==> config.mk <==
export PLATFORM = sky130hd
export DESIGN_NAME = ldev_decode
export DESIGN_NICKNAME = d
export VERILOG_FILES = /design/src/core/ldev_decode_pkg.sv /design/src/core/ldev_decode.sv
export VERILOG_INCLUDE_DIRS = /design/src /design/src/core
export SDC_FILE = /design/constraint.sdc
export NUM_CORES = 1
export LEC_CHECK = 0
export ABC_AREA = 1
export BUFFER_PORTS_ARGS = -buffer_cell sky130_fd_sc_hd__buf_2
export CORE_MARGIN = 1
export CORE_UTILIZATION = 40
export CTS_CLUSTER_SIZE = 40
export DETAILED_ROUTE_END_ITERATION = 7
export GPL_TIMING_DRIVEN = 0
export PLACE_DENSITY_LB_ADDON = 0.25
export SLEW_MARGIN = 15
export SYNTH_ARGS = -nofsm -noshare
export SYNTH_HDL_FRONTEND = slang
export SYNTH_SLANG_ARGS = --single-unit
export TNS_END_PERCENT = 30
==> constraint.sdc <==
create_clock -name CLK -period 2.8 [get_ports CLK]
set_input_delay 0.28 -clock CLK [delete_from_list [all_inputs] [get_ports CLK]]
set_output_delay 0.28 -clock CLK [all_outputs]
set_load 0.005 [all_outputs]
==> src/core/ldev_decode_params.svh <==
// constants for the logical device decoder and irq/dma gating
// assumes a 16-bit host i/o address and byte-wide config registers
`ifndef LDEV_DECODE_PARAMS_SVH
`define LDEV_DECODE_PARAMS_SVH

`define CFG_BASE_STRAP0     16'h002E
`define CFG_BASE_STRAP1     16'h004E
`define CFG_BASE_MIN        16'h0100
`define CFG_BASE_MAX        16'h07FE
`define CFG_DATA_OFFSET     16'h0001

`define IDX_CFG_BASE_LO     8'h12
`define IDX_CFG_BASE_HI     8'h13
`define IDX_FLOPPY_BASE     8'h20
`define IDX_PARALLEL_BASE   8'h23
`define IDX_SERIAL1_BASE    8'h24
`define IDX_SERIAL2_BASE    8'h25
`define IDX_INFRARED_BASE   8'h2B
`define IDX_RUNTIME_BASE    8'h30

`define RESET_BYTE          8'h00
`define LEGACY_MIN          16'h0100
`define LEGACY_MAX4         16'h03FC
`define LEGACY_MAX8         16'h03F8
`define INFRARED_MAX        16'h07F8
`define RUNTIME_MAX         16'h0FF0

`define SHIFT_LEGACY        2
`define SHIFT_INFRARED      3
`define SHIFT_RUNTIME       4
`define SPAN_LOG2_EIGHT     3
`define SPAN_LOG2_FOUR      2
`define SPAN_LOG2_SIXTEEN   4

`define PAR_EPP_FIRST       16'h0003
`define PAR_EPP_LAST        16'h0007
`define PAR_ECP_FIRST       16'h0400
`define PAR_ECP_LAST        16'h0402

`endif

==> src/core/ldev_decode_pkg.sv <==
// types shared by the logical device decoder
// assumes nothing beyond the params header
package ldev_decode_pkg;
    typedef enum logic [2:0] {
        ECR_PRINTER = 3'h0,
        ECR_SPP     = 3'h1,
        ECR_FIFO    = 3'h2,
        ECR_ECP     = 3'h3,
        ECR_EPP     = 3'h4,
        ECR_RES     = 3'h5,
        ECR_TEST    = 3'h6,
        ECR_CONFIG  = 3'h7
    } ecr_mode_t;

    typedef logic [15:0] io_addr_t;
endpackage

==> src/core/ldev_decode.sv <==
// logical device i/o decode, config index/data ports, irq/dma gating
// assumes a host cycle front end delivering one-cycle i/o strobes on CLK
// Functional notes
// - after reset the config port pair sits at 0x02E for strap 0 and 0x04E for strap 1.
// - writing config indices 0x12 and 0x13 moves the config port base to any 2-byte step in 0x0000..0xFFFE, with no range check.
// - the host writes an index to the config base and reads or writes that register at base plus one.
// - the runtime block decodes 16 bytes at the base from index runtime_block_base_address, valid 0x0100..0x0FF0 on 16-byte steps.
// - the parallel base from index parallel_base_address may be any 4-byte step in 0x0100..0x03FC, and without 8-byte alignment EPP is off.
// - with an 8-byte aligned parallel base the EPP registers at +3..+7 decode; the ECP registers at +400h..+402h decode at any valid parallel base.
// - a block's own disable bit suppresses its irq or dma request, except the parallel irq enable in FIFO, ECP and test modes.
// - a block's irq and dma are also suppressed when it is inactive or its base is invalid.
// - floppy digital output bit 3 low disables floppy irq and dma.
// - a powered down floppy controller keeps its irq and dma disabled.
// - a serial port's modem control bit 2 low disables that port's interrupt.
// - clearing the infrared port dma enable disables its dma.
// - in standard and EPP modes parallel control bit 4 low disables the parallel interrupt.
// - in every extended control mode the parallel dma is gated only by its dma enable bit.
// - extended modes FIFO, ECP and test keep the parallel irq on, the others gate it by the irq enable bit.
`include "ldev_decode_params.svh"

module ldev_decode (
    input  wire logic        CLK,
    input  wire logic        RST_N,
    input  wire logic        CONFIG_ADDRESS_STRAP,
    input  wire logic [15:0] IO_ADDR,
    input  wire logic        IO_WR,
    input  wire logic        IO_RD,
    input  wire logic [7:0]  IO_WDATA,
    output logic      [7:0]  IO_RDATA,
    output logic             IO_CLAIM,
    output logic             CFG_SEL,
    output logic             FLOPPY_SEL,
    output logic             PARALLEL_SEL,
    output logic             PARALLEL_EPP_SEL,
    output logic             PARALLEL_ECP_SEL,
    output logic             SERIAL1_SEL,
    output logic             SERIAL2_SEL,
    output logic             INFRARED_SEL,
    output logic             RUNTIME_SEL,
    output logic             PARALLEL_EPP_AVAILABLE,
    input  wire logic        FLOPPY_ACTIVE,
    input  wire logic        PARALLEL_ACTIVE,
    input  wire logic        SERIAL1_ACTIVE,
    input  wire logic        SERIAL2_ACTIVE,
    input  wire logic        INFRARED_ACTIVE,
    input  wire logic        RUNTIME_ACTIVE,
    input  wire logic        FLOPPY_DMA_IRQ_ENABLE,
    input  wire logic        FLOPPY_POWERED_DOWN,
    input  wire logic        SERIAL1_IRQ_GATE,
    input  wire logic        SERIAL2_IRQ_GATE,
    input  wire logic        INFRARED_DMA_ENABLE,
    input  wire logic        PARALLEL_IRQ_ENABLE,
    input  wire logic        PARALLEL_DMA_ENABLE,
    input  wire logic [2:0]  PARALLEL_ECR_MODE,
    input  wire logic        FLOPPY_IRQ_IN,
    input  wire logic        FLOPPY_DRQ_IN,
    input  wire logic        PARALLEL_IRQ_IN,
    input  wire logic        PARALLEL_DRQ_IN,
    input  wire logic        SERIAL1_IRQ_IN,
    input  wire logic        SERIAL2_IRQ_IN,
    input  wire logic        INFRARED_IRQ_IN,
    input  wire logic        INFRARED_DRQ_IN,
    output logic             FLOPPY_IRQ,
    output logic             FLOPPY_DRQ,
    output logic             PARALLEL_IRQ,
    output logic             PARALLEL_DRQ,
    output logic             SERIAL1_IRQ,
    output logic             SERIAL2_IRQ,
    output logic             INFRARED_IRQ,
    output logic             INFRARED_DRQ
);

    // base register byte back to a byte address
    function automatic ldev_decode_pkg::io_addr_t base_of(input logic [7:0] value, input int shift);
        ldev_decode_pkg::io_addr_t wide;
        wide = {8'h00, value};
        return ldev_decode_pkg::io_addr_t'(wide << shift);
    endfunction

    function automatic logic base_ok(input ldev_decode_pkg::io_addr_t base,
                                     input ldev_decode_pkg::io_addr_t hi,
                                     input int                        align_log2);
        ldev_decode_pkg::io_addr_t mask;
        mask = ldev_decode_pkg::io_addr_t'((32'h1 << align_log2) - 32'h1);
        return (base >= `LEGACY_MIN) && (base <= hi) && ((base & mask) == 16'h0000);
    endfunction

    function automatic logic in_span(input ldev_decode_pkg::io_addr_t addr,
                                     input ldev_decode_pkg::io_addr_t base,
                                     input int                        span_log2);
        return (addr >> span_log2) == (base >> span_log2);
    endfunction

    logic [7:0] cfg_index_reg;
    logic [7:0] config_port_base_reg_a;
    logic [7:0] config_port_base_reg_b;
    logic [7:0] floppy_base_address;
    logic [7:0] parallel_base_address;
    logic [7:0] serial1_base_address;
    logic [7:0] serial2_base_address;
    logic [7:0] infrared_base_address;
    logic [7:0] runtime_block_base_address;
    logic       strap_taken_reg;

    ldev_decode_pkg::io_addr_t cfg_base;
    ldev_decode_pkg::io_addr_t floppy_base;
    ldev_decode_pkg::io_addr_t parallel_base;
    ldev_decode_pkg::io_addr_t serial1_base;
    ldev_decode_pkg::io_addr_t serial2_base;
    ldev_decode_pkg::io_addr_t infrared_base;
    ldev_decode_pkg::io_addr_t runtime_base;
    ldev_decode_pkg::io_addr_t par_rel;

    logic floppy_ok;
    logic parallel_ok;
    logic parallel_epp_ok;
    logic serial1_ok;
    logic serial2_ok;
    logic infrared_ok;
    logic runtime_ok;
    logic cfg_index_hit;
    logic cfg_data_hit;
    logic [7:0] cfg_read_value;
    logic par_irq_forced;

    // bit 0 ignored keeps the pair on a 2-byte step
    assign cfg_base = {config_port_base_reg_b, config_port_base_reg_a[7:1], 1'b0};
    assign floppy_base   = base_of(floppy_base_address, `SHIFT_LEGACY);
    assign parallel_base = base_of(parallel_base_address, `SHIFT_LEGACY);
    assign serial1_base  = base_of(serial1_base_address, `SHIFT_LEGACY);
    assign serial2_base  = base_of(serial2_base_address, `SHIFT_LEGACY);
    assign infrared_base = base_of(infrared_base_address, `SHIFT_INFRARED);
    assign runtime_base  = base_of(runtime_block_base_address, `SHIFT_RUNTIME);

    assign floppy_ok       = base_ok(floppy_base, `LEGACY_MAX8, `SPAN_LOG2_EIGHT);
    assign serial1_ok      = base_ok(serial1_base, `LEGACY_MAX8, `SPAN_LOG2_EIGHT);
    assign serial2_ok      = base_ok(serial2_base, `LEGACY_MAX8, `SPAN_LOG2_EIGHT);
    assign infrared_ok     = base_ok(infrared_base, `INFRARED_MAX, `SPAN_LOG2_EIGHT);
    assign runtime_ok      = base_ok(runtime_base, `RUNTIME_MAX, `SPAN_LOG2_SIXTEEN);
    assign parallel_ok     = base_ok(parallel_base, `LEGACY_MAX4, `SPAN_LOG2_FOUR);
    assign parallel_epp_ok = base_ok(parallel_base, `LEGACY_MAX8, `SPAN_LOG2_EIGHT);
    assign PARALLEL_EPP_AVAILABLE = parallel_ok && parallel_epp_ok;

    // no decode until the strap has been taken
    assign cfg_index_hit = strap_taken_reg && (IO_ADDR == cfg_base);
    assign cfg_data_hit  = strap_taken_reg && (IO_ADDR == (cfg_base + `CFG_DATA_OFFSET));
    assign CFG_SEL       = cfg_index_hit || cfg_data_hit;

    assign par_rel = IO_ADDR - parallel_base;

    always_comb begin
        FLOPPY_SEL       = FLOPPY_ACTIVE && floppy_ok && in_span(IO_ADDR, floppy_base, `SPAN_LOG2_EIGHT);
        SERIAL1_SEL      = SERIAL1_ACTIVE && serial1_ok && in_span(IO_ADDR, serial1_base, `SPAN_LOG2_EIGHT);
        SERIAL2_SEL      = SERIAL2_ACTIVE && serial2_ok && in_span(IO_ADDR, serial2_base, `SPAN_LOG2_EIGHT);
        INFRARED_SEL     = INFRARED_ACTIVE && infrared_ok && in_span(IO_ADDR, infrared_base, `SPAN_LOG2_EIGHT);
        RUNTIME_SEL      = RUNTIME_ACTIVE && runtime_ok && in_span(IO_ADDR, runtime_base, `SPAN_LOG2_SIXTEEN);
        PARALLEL_EPP_SEL = PARALLEL_ACTIVE && PARALLEL_EPP_AVAILABLE
                           && (par_rel >= `PAR_EPP_FIRST) && (par_rel <= `PAR_EPP_LAST);
        PARALLEL_ECP_SEL = PARALLEL_ACTIVE && parallel_ok
                           && (par_rel >= `PAR_ECP_FIRST) && (par_rel <= `PAR_ECP_LAST);
        PARALLEL_SEL     = (PARALLEL_ACTIVE && parallel_ok && in_span(IO_ADDR, parallel_base, `SPAN_LOG2_FOUR))
                           || PARALLEL_EPP_SEL || PARALLEL_ECP_SEL;
    end

    // anything outside these windows is left to other agents
    assign IO_CLAIM = (IO_WR || IO_RD) && (CFG_SEL || FLOPPY_SEL || PARALLEL_SEL || SERIAL1_SEL
                                          || SERIAL2_SEL || INFRARED_SEL || RUNTIME_SEL);

    // strap can only be sampled once the clock runs after release
    always_ff @(posedge CLK or negedge RST_N) begin
        if (!RST_N) begin
            strap_taken_reg <= 1'b0;
        end else begin
            strap_taken_reg <= 1'b1;
        end
    end

    always_ff @(posedge CLK or negedge RST_N) begin
        if (!RST_N) begin
            cfg_index_reg <= `RESET_BYTE;
        end else if (IO_WR && cfg_index_hit) begin
            cfg_index_reg <= IO_WDATA;
        end
    end

    always_ff @(posedge CLK or negedge RST_N) begin
        if (!RST_N) begin
            config_port_base_reg_a <= `RESET_BYTE;
            config_port_base_reg_b <= `RESET_BYTE;
        end else if (!strap_taken_reg) begin
            {config_port_base_reg_b, config_port_base_reg_a} <= CONFIG_ADDRESS_STRAP ? `CFG_BASE_STRAP1
                                                                                      : `CFG_BASE_STRAP0;
        end else if (IO_WR && cfg_data_hit) begin
            if (cfg_index_reg == `IDX_CFG_BASE_LO) begin
                config_port_base_reg_a <= IO_WDATA;
            end
            if (cfg_index_reg == `IDX_CFG_BASE_HI) begin
                config_port_base_reg_b <= IO_WDATA;
            end
        end
    end

    always_ff @(posedge CLK or negedge RST_N) begin
        if (!RST_N) begin
            floppy_base_address        <= `RESET_BYTE;
            parallel_base_address      <= `RESET_BYTE;
            serial1_base_address       <= `RESET_BYTE;
            serial2_base_address       <= `RESET_BYTE;
            infrared_base_address      <= `RESET_BYTE;
            runtime_block_base_address <= `RESET_BYTE;
        end else if (IO_WR && cfg_data_hit) begin
            unique case (cfg_index_reg)
                `IDX_FLOPPY_BASE:   floppy_base_address        <= IO_WDATA;
                `IDX_PARALLEL_BASE: parallel_base_address      <= IO_WDATA;
                `IDX_SERIAL1_BASE:  serial1_base_address       <= IO_WDATA;
                `IDX_SERIAL2_BASE:  serial2_base_address       <= IO_WDATA;
                `IDX_INFRARED_BASE: infrared_base_address      <= IO_WDATA;
                `IDX_RUNTIME_BASE:  runtime_block_base_address <= IO_WDATA;
                default: begin
                end
            endcase
        end
    end

    always_comb begin
        unique case (cfg_index_reg)
            `IDX_CFG_BASE_LO:   cfg_read_value = config_port_base_reg_a;
            `IDX_CFG_BASE_HI:   cfg_read_value = config_port_base_reg_b;
            `IDX_FLOPPY_BASE:   cfg_read_value = floppy_base_address;
            `IDX_PARALLEL_BASE: cfg_read_value = parallel_base_address;
            `IDX_SERIAL1_BASE:  cfg_read_value = serial1_base_address;
            `IDX_SERIAL2_BASE:  cfg_read_value = serial2_base_address;
            `IDX_INFRARED_BASE: cfg_read_value = infrared_base_address;
            `IDX_RUNTIME_BASE:  cfg_read_value = runtime_block_base_address;
            default:            cfg_read_value = `RESET_BYTE;
        endcase
    end

    // read data is held until the next config read
    always_ff @(posedge CLK or negedge RST_N) begin
        if (!RST_N) begin
            IO_RDATA <= `RESET_BYTE;
        end else if (IO_RD && cfg_index_hit) begin
            IO_RDATA <= cfg_index_reg;
        end else if (IO_RD && cfg_data_hit) begin
            IO_RDATA <= cfg_read_value;
        end
    end

    always_comb begin
        unique case (ldev_decode_pkg::ecr_mode_t'(PARALLEL_ECR_MODE))
            ldev_decode_pkg::ECR_FIFO,
            ldev_decode_pkg::ECR_ECP,
            ldev_decode_pkg::ECR_TEST: par_irq_forced = 1'b1;
            default:                   par_irq_forced = 1'b0;
        endcase
    end

    // one cycle of latency on every request, traded for glitch-free outputs
    always_ff @(posedge CLK or negedge RST_N) begin
        if (!RST_N) begin
            FLOPPY_IRQ <= 1'b0;
            FLOPPY_DRQ <= 1'b0;
        end else begin
            FLOPPY_IRQ <= FLOPPY_IRQ_IN && FLOPPY_ACTIVE && floppy_ok
                          && FLOPPY_DMA_IRQ_ENABLE && !FLOPPY_POWERED_DOWN;
            FLOPPY_DRQ <= FLOPPY_DRQ_IN && FLOPPY_ACTIVE && floppy_ok
                          && FLOPPY_DMA_IRQ_ENABLE && !FLOPPY_POWERED_DOWN;
        end
    end

    always_ff @(posedge CLK or negedge RST_N) begin
        if (!RST_N) begin
            SERIAL1_IRQ <= 1'b0;
            SERIAL2_IRQ <= 1'b0;
        end else begin
            SERIAL1_IRQ <= SERIAL1_IRQ_IN && SERIAL1_ACTIVE && serial1_ok && SERIAL1_IRQ_GATE;
            SERIAL2_IRQ <= SERIAL2_IRQ_IN && SERIAL2_ACTIVE && serial2_ok && SERIAL2_IRQ_GATE;
        end
    end

    always_ff @(posedge CLK or negedge RST_N) begin
        if (!RST_N) begin
            INFRARED_IRQ <= 1'b0;
            INFRARED_DRQ <= 1'b0;
        end else begin
            INFRARED_IRQ <= INFRARED_IRQ_IN && INFRARED_ACTIVE && infrared_ok;
            INFRARED_DRQ <= INFRARED_DRQ_IN && INFRARED_ACTIVE && infrared_ok && INFRARED_DMA_ENABLE;
        end
    end

    always_ff @(posedge CLK or negedge RST_N) begin
        if (!RST_N) begin
            PARALLEL_IRQ <= 1'b0;
            PARALLEL_DRQ <= 1'b0;
        end else begin
            PARALLEL_IRQ <= PARALLEL_IRQ_IN && PARALLEL_ACTIVE && parallel_ok
                            && (par_irq_forced || PARALLEL_IRQ_ENABLE);
            PARALLEL_DRQ <= PARALLEL_DRQ_IN && PARALLEL_ACTIVE && parallel_ok
                            && PARALLEL_DMA_ENABLE;
        end
    end

endmodule

==> summary.md <==
| Metric | Value |
|---|---|
| Post-layout nets | `1043` |
| Final period util | `1.02` |
| Die Y-Extent | `approximately 130 um` |
| Mux share of post-synthesis cell area | `0` |
| Buffers added on ports | `77` |
| Total track usage | `0.267` |
| Met1 Use GR | `0.368` |
| Netlist area before placement | `6130 sq um` |
| M2 GR Usage | `0.414` |
| Area added between synthesis and finish | `16.2%` |
| Kind of start point of the critical path | `flop` |
| Smallest setup slack after layout | `-50.1 ps` |
| Wire length per cell after detailed routing | `roughly 18 um` |
| Basic-gate share of the synthesized area counting and, or, nand and nor cells | `0.307` |
| Pre-Repair DR Iteration Count | `5` |
| Via-to-Cell Ratio | `5.23` |
| CTS tree | `done` |
| Synthesized area per cell | `slightly below 7 sq um` |
| Fraction of final layout cells with drive strength greater than 1 | `0.154` |
| Sequential standard cell area | `2230 sq um` |
| Ant diodes | `0` |
| Tot Pwr | `2.87 mW` |
| CORE AREA | `roughly 15000 sq um` |
| Worst skew pair latency | `about 350 ps` |
| Slew of the pin with the lowest slew margin | `786 ps` |
| Met3 track demand over resource | `0.0658` |
| Run status | `finished with violations` |
| Total leakage power | `roughly 3.8 nW` |
| Post-Synth XOR/XNOR Area | `0.0284` |
| Synth area leader | `sky130_fd_sc_hd__dfrtp_1` |
| Starting density of the core | `0.415` |
| Max Cap Viol | `0` |
| Number of cell rows | `44` |
| Synth top area cells | `sky130_fd_sc_hd__dfrtp_1 36%, sky130_fd_sc_hd__nand2_1 13%, sky130_fd_sc_hd__inv_1 11%` |
| Failing checks | `setup timing` |
| Multi-input logic area | `slightly above 3000 sq um` |
| Worst-path fanout max | `3` |
| Endpoints failing setup | `1` |
| Unrepaired setup endpoints after global routing | `true` |
| Routability congestion estimate from global placement | `0.949` |
| Dominant combinational cell family by area after synthesis | `simple AND/OR/NAND/NOR gates` |
| Number of sinks on the clock net | `89` |
| FMAX | `0.351 GHz` |
| Clock share of power | `0.437` |
| Filler cells | `1551` |
| Final hold violations | `0` |
| Critical Path RT | `approximately 2500 ps` |
| Clock transition at the registers of the reported paths | `60 ps` |
| Worst voltage drop across the vdd grid | `slightly above 0.0003 V` |
| Number of unique standard cell types used by synthesis | `44` |
| Switching power total | `~740 uW` |
| Comb power frac | `0.109` |
| DRC violation total after the first TritonRoute iteration | `just over 500` |
| Max transition margin | `0.474` |
| Total number of H-tree levels | `3` |
| Area enclosed by the die boundary | `15800 sq um` |
| Setup Slack @ Placement | `-98.8 ps` |
| Final routed DRC violation total | `0` |
| Number of vias after detailed routing | `approximately 6k` |
| Final count of pins violating max slew | `0` |
| Fraction of the mapped netlist area in compound gates | `0.136` |
| Share of power burned in registers | `0.454` |
| Leading cell type in the layout, fill and taps excluded | `sky130_fd_sc_hd__nand2_1` |
| Top library cells by usage in the layout, fill and taps aside | `213 x sky130_fd_sc_hd__nand2_1, 184 x sky130_fd_sc_hd__inv_1, 92 x sky130_fd_sc_hd__nor2_1` |
| Detailed-placement wirelength estimate | `15.7 mm` |
| Synthesis-stage register bit count | `89` |
| Remaining global-route overflow | `0` |
| Hold WC Path Type | `input port to flop` |
| Number of enable flip-flop cells after synthesis | `0` |
| Area share of fa/ha/maj cells after synthesis | `0.0196` |
| Share of async-settable or async-resettable flops after synthesis | `1.00` |
| Maximum count of clock buffers along a single path | `2` |
| Time the final worst path needs with I/O delays and setup | `2850 ps` |
| Cell internal pwr | `2.14 mW` |
| Antenna violations before repair | `0` |
| Total power per unit cell area | `404 nW/um^2` |
| Die Width | `126 um` |
| Synth Flop Type | `sky130_fd_sc_hd__dfrtp_1` |
| Worst-case register-to-register setup slack | `350 ps` |
| Final WL | `20.5 mm` |
| Maximum number of pins on one net before global-route repair | `55` |
| Crit path capture type | `primary output` |
| WP data arrival | `around 2600 ps` |
| Worst clock skew | `6.37 ps` |
| Top Ports | `80` |
| Cell count after synthesis | `891` |
| Fraction of power spent switching nets | `0.257` |
| Highest-utilization routing layer at the global route stage | `met2` |
| WS Path Type | `flop to primary output` |
| Proportion of synthesized chip area in sequential cells | `0.363` |
| Synth warn | `0` |
| Top cell type's share of synthesized area | `0.363` |
| Detail Route Antenna Nets | `0` |
| Clk root buf | `sky130_fd_sc_hd__clkbuf_16` |
| Global-route wire length before repair | `roughly 31 mm` |
| Number of global-route vias before repair | `5492` |
| Synthesized Nets | `953` |
| Number of buffers created by CTS | `9` |
[stage by stage]
step / cells / area [sq um] / TNS [ps] / hold slack (ps) / utilization
after floorplan: 891 / 6130 / 0 / -15.6 / -
after global placement: 1152 / 6740 / -106 / 506 / 0.457
after detailed placement: 1153 / 6770 / -98.8 / 375 / 0.459
after CTS: 1169 / 7100 / -41.2 / 130 / 0.481
after global routing: 1170 / 7120 / -493 / 157 / 0.483
final: 1170 / 7120 / -50.1 / 141 / 0.483
[cell families after synthesis]
group                    after synthesis
flip-flops                            89
XOR/XNOR                              19
AO/OA/AOI/OAI                        146
buffers and inverters                212
other                                  1
AND/OR/NAND/NOR                      415
adder cells (fa/ha/maj)                9
[worst max-delay path, cell delays in order (launching register included)]
cell                      delay [ps]
sky130_fd_sc_hd__dfrtp_1         400
sky130_fd_sc_hd__ha_2            190
sky130_fd_sc_hd__fa_2            360
sky130_fd_sc_hd__inv_2            70
sky130_fd_sc_hd__nand2_1          60
sky130_fd_sc_hd__nand2_2         100
sky130_fd_sc_hd__nand2_2          60
sky130_fd_sc_hd__inv_2            80
sky130_fd_sc_hd__nand2_1          50
sky130_fd_sc_hd__nand2_1          50
sky130_fd_sc_hd__nand2_1          50
sky130_fd_sc_hd__nor2_2          110
sky130_fd_sc_hd__nand3_1          80
sky130_fd_sc_hd__nor2_1          110
sky130_fd_sc_hd__nand2_1          90
sky130_fd_sc_hd__nand3_2         120
sky130_fd_sc_hd__nor2_2           60
sky130_fd_sc_hd__nor2_1           70
sky130_fd_sc_hd__buf_2           110
[power groups by stage]
stage	Clock, mW	Combinational [mW]	Sequential (mW)
global placement	0	0.304	1.33
global route	1.33	0.342	1.30
detailed placement	0	0.306	1.33
floorplan	0	0.152	1.33
finish	1.26	0.314	1.31
CTS	1.28	0.311	1.30
[metal layers]
metal / wire (um) / vias up
met1: 9310 / 2833
li1: - / 3009
met2: 9140 / 229
met3: 1520 / 46
met5: 0 / -
met4: 534 / 0
[path summary, 6_finish.rpt]
path,start,endpoint,depth (start not counted)
max,parallel_base_address[0]$_DFFE_PN0P_,IO_CLAIM,18
min,FLOPPY_DRQ_IN,FLOPPY_DRQ$_DFF_PN0_,3
max in group asynchronous,RST_N,infrared_base_address[0]$_DFFE_PN0P_,3
min reg2reg,IO_RDATA[5]$_DFFE_PN0P_,IO_RDATA[5]$_DFFE_PN0P_,2
max reg2reg,strap_taken_reg$_DFF_PN0_,serial2_base_address[2]$_DFFE_PN0P_,7
min in group asynchronous,RST_N,PARALLEL_IRQ$_DFF_PN0_,2
[synth_stat cells, types with 2 or more instances]
| cell | number |
|---|---|
| sky130_fd_sc_hd__a211oi_1 | 2 |
| sky130_fd_sc_hd__a21oi_1 | 32 |
| sky130_fd_sc_hd__a31oi_1 | 2 |
| sky130_fd_sc_hd__and3_1 | 2 |
| sky130_fd_sc_hd__buf_1 | 2 |
| sky130_fd_sc_hd__buf_2 | 6 |
| sky130_fd_sc_hd__buf_6 | 10 |
| sky130_fd_sc_hd__clkbuf_1 | 3 |
| sky130_fd_sc_hd__dfrtp_1 | 89 |
| sky130_fd_sc_hd__ha_1 | 8 |
| sky130_fd_sc_hd__inv_1 | 186 |
| sky130_fd_sc_hd__inv_2 | 2 |
| sky130_fd_sc_hd__nand2_1 | 216 |
| sky130_fd_sc_hd__nand3_1 | 50 |
| sky130_fd_sc_hd__nand4_1 | 13 |
| sky130_fd_sc_hd__nand4_2 | 2 |
| sky130_fd_sc_hd__nand4_4 | 7 |
| sky130_fd_sc_hd__nor2_1 | 97 |
| sky130_fd_sc_hd__nor3_1 | 11 |
| sky130_fd_sc_hd__nor4_1 | 8 |
| sky130_fd_sc_hd__o211ai_1 | 8 |
| sky130_fd_sc_hd__o21ai_0 | 10 |
| sky130_fd_sc_hd__o21ai_1 | 51 |
| sky130_fd_sc_hd__o21ai_2 | 7 |
| sky130_fd_sc_hd__o22ai_1 | 32 |
| sky130_fd_sc_hd__xnor2_1 | 7 |
| sky130_fd_sc_hd__xor2_1 | 11 |
[cell type report]
| type | instances | area share |
|---|---|---|
| multi-input combinational | 590 | 0.427 |
| sequential | 89 | 0.313 |
| clock buffer | 12 | 0.0360 |
| inverter | 190 | 0.101 |
| timing repair buffer | 80 | 0.0598 |
| tap | 184 | 0.0323 |
| buffer | 21 | 0.0232 |
| clock inverter | 4 | 0.00721 |
[repair_timing]
action	4_1_cts	5_1_grt
buffers inserted	0	1
endpoints found under the setup margin	4	4
gates resized for setup	10	4
endpoints found under the hold margin	2	0
pin swaps	3	0
hold buffers	1	0
No activity file was read; power rests on OpenSTA's default activity.
